--- src/design/cjtr_pkg.sv ---
// Register pointers, field positions, reset values and widths of the result block
package cjtr_pkg;
   localparam int          TEMP_W        = 16;
   localparam int          RAW_W         = 24;
   localparam int          RD_W          = 24;
   localparam int          HYST_W        = 8;
   localparam logic [7:0]  PTR_COMP_TEMP = 8'h00;
   localparam logic [7:0]  PTR_DELTA     = 8'h01;
   localparam logic [7:0]  PTR_COLD      = 8'h02;
   localparam logic [7:0]  PTR_RAW       = 8'h03;
   localparam logic [7:0]  PTR_HYST4     = 8'h0f;
   localparam logic [7:0]  PTR_LIMIT1    = 8'h10;
   localparam logic [7:0]  PTR_LIMIT2    = 8'h11;
   localparam logic [7:0]  PTR_LIMIT3    = 8'h12;
   localparam logic [7:0]  PTR_LIMIT4    = 8'h13;
   localparam logic [7:0]  PTR_IDENT     = 8'h20;
   localparam int          SIGN_BIT      = 15;
   localparam int          COLD_SIGN_LO  = 12;
   localparam int          COARSE_BITS   = 2;
   localparam logic [15:0] LIMIT_MASK    = 16'hfffc;
   localparam logic [15:0] TEMP_RST      = 16'h0000;
   localparam logic [23:0] RAW_RST       = 24'h000000;
   localparam logic [7:0]  HYST_RST      = 8'h00;
   // Identity values are arbitrary
   localparam logic [7:0]  PART_CODE     = 8'h5a;
   localparam logic [7:0]  PART_REV      = 8'h11;
endpackage

--- src/design/cjtr_result.sv ---
// Temperature result registers, alert limits and identity behind a pointer port
// How it works
// - Cold, delta, compensated result and raw converter registers all readable.
// - Compensated result equals delta value plus cold-junction value.
// - Result is 16-bit two's complement, LSB 0.0625 C, bit 14 1024 C.
// - Bit 15 of the result is the sign, set below zero.
// - Result is read-only, host writes ignored, zero after reset.
// - Cold input has its sign on bit 12, copied into bits 15..12; coarse mode clears two LSBs.
// - Delta input is 16-bit two's complement with sign on bit 15.
`timescale 1ns/1ps
module cjtr_result
   import cjtr_pkg::*;
(
   input  wire logic               core_clk,
   input  wire logic               reset,
   input  wire logic               conv_valid,
   input  wire logic [TEMP_W-1:0]  delta_in,
   input  wire logic [TEMP_W-1:0]  cold_in,
   input  wire logic               cold_coarse,
   input  wire logic [RAW_W-1:0]   raw_in,
   input  wire logic [7:0]         reg_ptr,
   input  wire logic               reg_wr,
   input  wire logic [TEMP_W-1:0]  reg_wdata,
   output logic      [RD_W-1:0]    reg_rdata_r
);
   logic signed [TEMP_W-1:0] delta_r;
   logic signed [TEMP_W-1:0] cold_r;
   logic        [RAW_W-1:0]  raw_r;
   logic                     load_d_r;
   logic signed [TEMP_W-1:0] sum_w;
   logic                     sum_valid_w;
   logic        [TEMP_W-1:0] comp_temp_r;
   logic        [HYST_W-1:0] alert_four_hysteresis_r;
   logic        [TEMP_W-1:0] alert_limit_r [4];
   logic        [RD_W-1:0]   rd_nxt;

   // ----------------------------------------
   // Helpers
   // ----------------------------------------
   function automatic logic [RD_W-1:0] ext16(input logic [TEMP_W-1:0] v);
      return {8'h00, v};
   endfunction

   function automatic logic [TEMP_W-1:0] cold_fmt(input logic [TEMP_W-1:0] v,
                                                  input logic              coarse);
      logic [TEMP_W-1:0] t;
      t = {{4{v[COLD_SIGN_LO]}}, v[COLD_SIGN_LO-1:0]};
      if (coarse) begin
         t[COARSE_BITS-1:0] = 2'b00;
      end
      return t;
   endfunction

   // ----------------------------------------
   // Operand capture
   // ----------------------------------------
   always_ff @(posedge core_clk) begin
      if (reset) begin
         delta_r  <= TEMP_RST;
         cold_r   <= TEMP_RST;
         raw_r    <= RAW_RST;
         load_d_r <= 1'b0;
      end else begin
         load_d_r <= conv_valid;
         if (conv_valid) begin
            delta_r <= delta_in;
            cold_r  <= cold_fmt(cold_in, cold_coarse);
            raw_r   <= raw_in;
         end
      end
   end

   cjtr_adder u_adder (
      .core_clk (core_clk),
      .reset    (reset),
      .go       (load_d_r),
      .delta    (delta_r),
      .cold     (cold_r),
      .sum_r    (sum_w),
      .valid_r  (sum_valid_w)
   );

   // ----------------------------------------
   // Compensated result register
   // ----------------------------------------
   always_ff @(posedge core_clk) begin
      if (reset) begin
         comp_temp_r <= TEMP_RST;
      end else if (sum_valid_w) begin
         comp_temp_r <= sum_w;
      end
   end

   // ----------------------------------------
   // Host writable registers
   // ----------------------------------------
   always_ff @(posedge core_clk) begin
      if (reset) begin
         alert_four_hysteresis_r <= HYST_RST;
         for (int i = 0; i < 4; i++) begin
            alert_limit_r[i] <= TEMP_RST;
         end
      end else if (reg_wr) begin
         if (reg_ptr == PTR_HYST4) begin
            alert_four_hysteresis_r <= reg_wdata[HYST_W-1:0];
         end
         for (int i = 0; i < 4; i++) begin
            if (reg_ptr == PTR_LIMIT1 + 8'(i)) begin
               alert_limit_r[i] <= reg_wdata & LIMIT_MASK;
            end
         end
      end
   end

   // ----------------------------------------
   // Read mux
   // ----------------------------------------
   always_comb begin
      rd_nxt = '0;
      case (reg_ptr)
         PTR_COMP_TEMP: rd_nxt = ext16(comp_temp_r);
         PTR_DELTA:     rd_nxt = ext16(delta_r);
         PTR_COLD:      rd_nxt = ext16(cold_r);
         PTR_RAW:       rd_nxt = raw_r;
         PTR_HYST4:     rd_nxt = {16'h0000, alert_four_hysteresis_r};
         PTR_LIMIT1:    rd_nxt = ext16(alert_limit_r[0]);
         PTR_LIMIT2:    rd_nxt = ext16(alert_limit_r[1]);
         PTR_LIMIT3:    rd_nxt = ext16(alert_limit_r[2]);
         PTR_LIMIT4:    rd_nxt = ext16(alert_limit_r[3]);
         PTR_IDENT:     rd_nxt = ext16({PART_CODE, PART_REV});
         default:       rd_nxt = '0;
      endcase
   end

   always_ff @(posedge core_clk) begin
      if (reset) begin
         reg_rdata_r <= '0;
      end else begin
         reg_rdata_r <= rd_nxt;
      end
   end

   // ----------------------------------------
   // Assertions
   // ----------------------------------------
   property p_sum_latency;
      @(posedge core_clk) disable iff (reset)
      conv_valid |-> ##3 (comp_temp_r == 16'($past(delta_in, 3)
                          + $past(cold_fmt(cold_in, cold_coarse), 3)));
   endproperty
   a_sum_latency: assert property (p_sum_latency) else $error("sum wrong");

   property p_sign;
      @(posedge core_clk) disable iff (reset)
      sum_valid_w |=> comp_temp_r[SIGN_BIT]
                      == ((int'($past(delta_r, 2)) + int'($past(cold_r, 2))) < 0);
   endproperty
   a_sign: assert property (p_sign) else $error("sign bit wrong");

   property p_step;
      @(posedge core_clk) disable iff (reset)
      sum_valid_w |=> comp_temp_r == 16'($past(delta_r, 2) + $past(cold_r, 2));
   endproperty
   a_step: assert property (p_step) else $error("weights differ");

   property p_hold;
      @(posedge core_clk) disable iff (reset)
      !sum_valid_w |=> $stable(comp_temp_r);
   endproperty
   a_hold: assert property (p_hold) else $error("result moved without sum");

   property p_reset_zero;
      @(posedge core_clk) disable iff (reset)
      $fell(reset) |-> (comp_temp_r == TEMP_RST) && (reg_rdata_r == '0);
   endproperty
   a_reset_zero: assert property (p_reset_zero) else $error("result not zero");

   property p_cold_fmt;
      @(posedge core_clk) disable iff (reset)
      conv_valid && cold_coarse |=> (cold_r[1:0] == 2'b00)
                   && ((&cold_r[15:12]) || !(|cold_r[15:12]));
   endproperty
   a_cold_fmt: assert property (p_cold_fmt) else $error("cold format bad");

   property p_delta_read;
      @(posedge core_clk) disable iff (reset)
      (reg_ptr == PTR_DELTA) |=> reg_rdata_r == ext16($past(delta_r));
   endproperty
   a_delta_read: assert property (p_delta_read) else $error("delta readback");

   property p_read_result;
      @(posedge core_clk) disable iff (reset)
      reg_ptr == PTR_COMP_TEMP |=> reg_rdata_r == ext16($past(comp_temp_r));
   endproperty
   a_read_result: assert property (p_read_result) else $error("result readback");

   property p_ro_ignore;
      @(posedge core_clk) disable iff (reset)
      reg_wr && (reg_ptr == PTR_COMP_TEMP) && !sum_valid_w |=> $stable(comp_temp_r);
   endproperty
   a_ro_ignore: assert property (p_ro_ignore) else $error("result took a write");

   property p_cold_sign;
      @(posedge core_clk) disable iff (reset)
      conv_valid |=> (&cold_r[SIGN_BIT:COLD_SIGN_LO]) || !(|cold_r[SIGN_BIT:COLD_SIGN_LO]);
   endproperty
   a_cold_sign: assert property (p_cold_sign) else $error("cold sign bits differ");

   property p_fine_keep;
      @(posedge core_clk) disable iff (reset)
      conv_valid && !cold_coarse |=> cold_r[1:0] == $past(cold_in[1:0]);
   endproperty
   a_fine_keep: assert property (p_fine_keep) else $error("fine cold bits lost");

   property p_delta_capture;
      @(posedge core_clk) disable iff (reset)
      conv_valid |=> delta_r == $past(delta_in);
   endproperty
   a_delta_capture: assert property (p_delta_capture) else $error("delta not captured");

   property p_raw_capture;
      @(posedge core_clk) disable iff (reset)
      conv_valid |=> raw_r == $past(raw_in);
   endproperty
   a_raw_capture: assert property (p_raw_capture) else $error("raw not captured");
endmodule

--- src/design/cjtr_adder.sv ---
// Registered signed adder that forms the compensated temperature
`timescale 1ns/1ps
module cjtr_adder
   import cjtr_pkg::*;
(
   input  wire logic                     core_clk,
   input  wire logic                     reset,
   input  wire logic                     go,
   input  wire logic signed [TEMP_W-1:0] delta,
   input  wire logic signed [TEMP_W-1:0] cold,
   output logic signed [TEMP_W-1:0]      sum_r,
   output logic                          valid_r
);
   // ----------------------------------------
   // Sum and completion flag
   // ----------------------------------------
   always_ff @(posedge core_clk) begin
      if (reset) begin
         sum_r   <= TEMP_RST;
         valid_r <= 1'b0;
      end else begin
         valid_r <= go;
         if (go) begin
            sum_r <= delta + cold;
         end
      end
   end
endmodule

--- config.mk ---
export PLATFORM = sky130hd
export DESIGN_NAME = cjtr_result
export DESIGN_NICKNAME = d
export VERILOG_FILES = /design/src/design/cjtr_pkg.sv /design/src/design/cjtr_result.sv /design/src/design/cjtr_adder.sv
export SDC_FILE = /design/constraint.sdc
export NUM_CORES = 1
export LEC_CHECK = 0
export BUFFER_PORTS_ARGS = -buffer_cell sky130_fd_sc_hd__buf_2
export CORE_MARGIN = 1
export CORE_UTILIZATION = 40
export DETAILED_ROUTE_END_ITERATION = 7
export PLACE_DENSITY = 0.71
export SYNTH_ARGS = -nofsm -noshare
export SYNTH_HDL_FRONTEND = slang
export SYNTH_SLANG_ARGS = --single-unit
--- constraint.sdc ---
create_clock -name core_clk -period 3.8 [get_ports core_clk]
set_input_delay 0.76 -clock core_clk [delete_from_list [all_inputs] [get_ports core_clk]]
set_output_delay 0.76 -clock core_clk [all_outputs]
set_load 0.02 [all_outputs]
# After elaboration in Yosys (flattened, before gate mapping)
# Memories as Yosys holds them, arrays and structs flattened.
# Index checks and enable logic that the tools add are counted.
dict set report totals {
  input_bits 85
  romBits 0
  latch_bits 0
  ram_bits 56
  output_inout_bits 24
  ff_bits 119
  n_memories 1
  word_cells 50
}
# name depth word_bits read_ports rd_clocked_by_memory_dff write_ports line_no
set mem_list {}
lappend mem_list {alert_limit_r 4 14 4 0 4 cjtr_result.sv:34} ;# logic [TEMP_W-1:0] alert_limit_r [4];
dict set report classes {
  reduce_logical 2
  shifts 0
  bitwise 4
  mux 24
  addsub 1
  n_eq_ne 9
  n_div 0
  n_mul 0
  order_cmp 0
}
# op count
set op_table {}
lappend op_table {{$pmux W24 S10} 1}
lappend op_table {{$mux W14} 4}
lappend op_table {{$eq A8 B5 Y1 const B} 4}
lappend op_table {{$mux W1} 18}
lappend op_table {{$add A16 B13 Y16} 1}
lappend op_table {{$eq A8 B2 Y1 const B} 2}
lappend op_table {{$eq A8 B1 Y1 const B} 1}
lappend op_table {{$eq A8 B4 Y1 const B} 1}
lappend op_table {{$eq A8 B6 Y1 const B} 1}
lappend op_table {{$logic_not A8 Y1} 1}
lappend op_table {{$or A1 B1 Y1} 4}
lappend op_table {{$mux W2} 1}
lappend op_table {{$reduce_and A2 Y1} 1}

# Depth between registers and ports, before layout
dict set report logic_depth {
  depth_word 6
  depth_mapped 10
  depth_no_buf 8
}

# By module
# A second synthesis with hierarchy kept.
dict set report hier_totals {
  hier_cells 781
  area_unflattened_um2 8252.9
}
# module n_inst area_per_inst_um2 cells_per_inst
set by_module_without_submodules {}
lappend by_module_without_submodules {cjtr_result 1 6876.6 617}
lappend by_module_without_submodules {cjtr_adder 1 1376.3 164}

# Worst setup path before layout
# No wires, ideal clock.
dict set report synth_timing {
  path_kind {input to register}
  from {input port reg_ptr[1]}
  to {memory alert_limit_r[0][0] in the netlist's numbering, enable pin}
  n_path_buf 1
  setup_time_ns 0.361
  t_arrival_ns 2.044
  required_time_ns 3.439
  path_stages 6
  slack_ns 1.395
  path_cell_list {buf_2 > nor2_2 > nand2_1 > nor2_1 > nand2_1 > nand2_1}
}
# item line_no
set synth_rtl {}
lappend synth_rtl {{from (decl)} cjtr_result.sv:21} ;# input wire logic [7:0] reg_ptr,
lappend synth_rtl {{to (decl)} cjtr_result.sv:34}

==> summary.md <==
| Metric | Value |
|---|---|
| Yosys warns | `0` |
| Post-synthesis cell count | `roughly 720` |
| IO Count | `roughly 110` |
| Area of the placeable core | `about 19000 um2` |
| DP Cell Count | `1050` |
| Total via count in the routed design | `approximately 5800` |
| Unrepaired setup endpoints after global routing | `no` |
| List of most frequent post-synthesis cells | `dfxtp_1, nor2_1, mux2i_1` |
| Critical path, cell by cell | `buf_2 > nor2_2 > nand2_1 > nor2_1 > nand2_1 > nand2_1` |
| Total setup violations reported at the end of the flow | `0` |
| Final setup skew | `a little under 0.008 ns` |
| Initial antenna violation count | `0` |
| Most frequent cell on the critical path | `nand2_1` |
| PwrDens | `456 nW/um2` |
| Final routed wire length divided by cell count | `around 18 um` |
| Die Y | `roughly 140 um` |
| Sequential Area | `between 4000 and 5000 um2` |
| Endpoint class of the critical path | `flip-flop` |
| Fillers | `roughly 1800` |
| Library cell occupying the most area in the post-synthesis netlist | `dfxtp_1` |
| Cts bufs inserted | `17` |
| Global-route wire length before repair | `around 31 mm` |
| CP arrival | `2.72 ns` |
| Number of H-tree branching levels | `4` |
| Post-CTS sizing | `0` |
| Area of all placed cells without fillers | `slightly above 9000 um2` |
| CTS tree | `yes` |
| Status | `complete, no violations` |
| Hold endpoint | `alert_four_hysteresis_r[3]$_SDFFE_PP0P_` |
| Cell type of the slowest stage on the worst timing path | `nand2_1` |
| All-layer global routing usage | `between 20% and 30%` |
| Setup TNS | `0 ns` |
| Met3 track demand over resource | `3.61%` |
| Share of the yosys chip area belonging to registers | `around 52%` |
| Achievable frequency | `around 380 MHz` |
| Transition at the pin with the smallest max-transition slack | `1.04 ns` |
| Final Max Slew Viols | `0` |
| Detailed Route WL | `approximately 20 mm` |
| Start point of the worst hold path | `alert_four_hysteresis_r[3]$_SDFFE_PP0P_` |
| Latest clock arrival within the worst-skew pair | `roughly 0.43 ns` |
| Count of state elements after synthesis | `~180` |
| Root Buffer | `clkbuf_16` |
| Final antenna diode count | `0` |
| Count of final hold-check violations | `0` |
| Post-CTS setup buffer count | `0` |
| CTS clock-pin slew for the worst setup and hold paths | `around 0.060 ns` |
| Average cell area after synthesis | `between 10 and 15 um2` |
| GR Overflow Total | `0` |
| Hold bufs inserted after CTS | `0` |
| Number of global-route vias before repair | `between 5000 and 6000` |
| Detailed router's first-iteration violation count | `roughly 450` |
| Element type at the critical path start | `primary input` |
| Number of cells on the worst hold path | `2` |
| Final-stage net count | `roughly 900` |
| Number of synthesized flops with an enable pin | `between 50 and 60` |
| Class of the most critical setup path | `primary input to flip-flop` |
| Highest ir drop seen on vdd | `approximately 0.00033 V` |
| Maximum Capacitance Violations | `0` |
| Async SR Flop Fraction | `0%` |
| Buffers from clock root to sink, at most | `2` |
| Share of Yosys cell area claimed by the top area cell type | `a little under a third` |
| Die area | `roughly 20000 um2` |
| Maximum cell stage delay along the critical path | `approximately 0.5 ns` |
| Most Crowded Layer GR | `met2` |
| Effective utilization at floorplan | `between 40% and 50%` |
| Unique masters post-synth | `62` |
| Area growth from synthesis to layout | `17.3%` |
| Drt first pass iters | `5` |
| Multi-input logic area | `3530 um2` |
| Most area-consuming cells after synthesis | `dfxtp_1, edfxtp_1, mux2i_1, and2_1, nor2_1` |
| Total half-perimeter wirelength after legalization and detailed placement | `14.6 mm` |
| Most numerous cell in the Yosys netlist | `dfxtp_1` |
| Number of core rows | `50` |
| Final worst-path cycle share | `between 60 and 70%` |
| Share of cells above drive strength 1 | `approximately 22%` |
| Cell Area, Synth | `about 8000 um2` |
| Slew HR | `a little under a third` |
| Maximum number of pins on one net before global-route repair | `56` |
| Critical register-to-register path endpoint | `u_adder.sum_r[14]$_SDFFE_PP0P_` |
| Met1 track utilization from global routing | `27.2%` |
| RD Place Congestion | `roughly 0.92` |
| Non-Filler Instances | `roughly 1100` |
| R2R setup slack | `between 1 and 1.5 ns` |
| Port Buffers | `around 110` |
| Detail-routed via count per cell | `~5.3` |
| Shortest period the worst path allows | `2.66 ns` |
| Main synth FF type | `dfxtp_1` |
| Reg-to-reg critical path startpoint | `delta_r[0]$_SDFFE_PP0P_` |
| CTS sink cnt | `approximately 180` |
| Remaining number of nets flagged by the antenna check after routing | `0` |
| Die Width | `approximately 140 um` |
| Placed Area | `approximately 8500 um2` |
| DRC | `0` |
| Hold Path Class | `flip-flop to flip-flop` |
| Cell depth of the worst flop-to-flop path | `7` |
| Worst-path fanout max | `26` |
| Data required time of the critical path | `between 3 and 4 ns` |
| Static leakage | `3.75 nW` |
| Post-synth net total | `~820` |
| Grt met2 use | `34.6%` |
flip-flops by register name, indices dropped and copies added (netlist names):
signal / flops
cold_r: 13
comp_temp_r: 16
delta_r: 16
load_d_r: 1
alert_four_hysteresis_r: 8
u_adder.sum_r: 16
reg_rdata_r: 24
u_adder.valid_r: 1
alert_limit_r: 56
raw_r: 24
worst max path at each step:
stage | end | slack, ns | startpoint
detailed placement | alert_limit_r[0][3]$_SDFFCE_PN0P_ | 0.71 | reg_ptr[1]
finish | alert_limit_r[0][4]$_SDFFCE_PN0P_ | 1.14 | reg_ptr[1]
global route | alert_limit_r[0][1]$_SDFFCE_PN0P_ | 0.94 | reg_ptr[1]
CTS | alert_limit_r[0][4]$_SDFFCE_PN0P_ | 1.17 | reg_ptr[1]
floorplan | alert_limit_r[0][0]$_SDFFCE_PN0P_ | 1.39 | reg_ptr[1]
global placement | alert_limit_r[0][3]$_SDFFCE_PN0P_ | 0.74 | reg_ptr[1]
routing by layer:
| metal | vias to the layer above | part of all wire, % | wire length (um) |
|---|---|---|---|
| li1 | 2783 | - | - |
| met1 | 2792 | 44 | 8720 |
| met2 | 161 | 49 | 9870 |
| met3 | 24 | 4.7 | 944 |
| met4 | 0 | 2.2 | 446 |
| met5 | - | 0 | 0 |
cell families after synthesis:
| logic type | count (synthesis) | synth area share, % |
|---|---|---|
| adders and majority gates | 16 | 2.66 |
| muxes | 89 | 12.4 |
| DFF | 175 | 52.1 |
| xor gates and xnor gates | 11 | 1.24 |
| and+or+nand+nor | 254 | 17.2 |
| AOI/OAI and AO/OA | 128 | 11.8 |
| buffers and inverters | 45 | 2.58 |
stage by stage:
stage | power (mW) | setup slack, ns | util, % | hold slack [ns]
4_1_cts | 4.20 | 1.17 | 48.4 | 0.457
3_3_place_gp | 2.42 | 0.745 | 45.2 | 0.432
6_report | 4.17 | 1.14 | 48.4 | 0.455
3_5_place_dp | 2.43 | 0.709 | 45.2 | 0.447
5_1_grt | 4.31 | 0.942 | 48.4 | 0.476
2_1_floorplan | 2.29 | 1.39 | - | 0.429
report_power, final:
| part | internal, mW | switching, mW |
|---|---|---|
| logic | 0.141 | 0.190 |
| registers | 2.00 | 0.0525 |
| clock network | 1.05 | 0.737 |
| total | 3.19 | 0.980 |
critical path: cells and delay by family:
family | cells | cell delay [ns]
buffers and inverters | 1 | 0.29
and+or+nand+nor | 5 | 1.67
cell usage in the layout, fill, tap and decap left out, types with 4 or more instances in the layout:
cell	netlist	routed
a222oi_1	9	9
mux4_2	5	5
mux2i_1	75	75
a21o_1	10	10
a211oi_1	4	4
a21oi_2	7	7
a22oi_1	17	17
xnor2_1	8	8
a32oi_1	5	5
edfxtp_1	56	56
buf_2	14	104
nor2b_1	7	7
o21ai_0	10	10
nor3_1	6	6
nor2_2	6	6
buf_4	0	8
nor2_1	89	89
nand2b_1	4	4
ha_1	15	15
nand2_1	35	35
and2_1	66	66
a22o_1	8	8
a31oi_1	6	6
mux2_2	7	7
a21oi_1	29	29
nand3_1	18	18
and3_1	5	5
a221oi_1	5	5
clkbuf_16	0	18
dfxtp_1	119	119
final cells by class:
type / count / area share, %
tap: 260 / 3.56
timing repair buffer: 113 / 6.56
clock buffer: 21 / 5.28
multi-input combinational: 498 / 38.6
inverter: 4 / 0.164
clock inverter: 11 / 1.39
sequential: 175 / 44.4
Power figures use the tool's default switching activity.
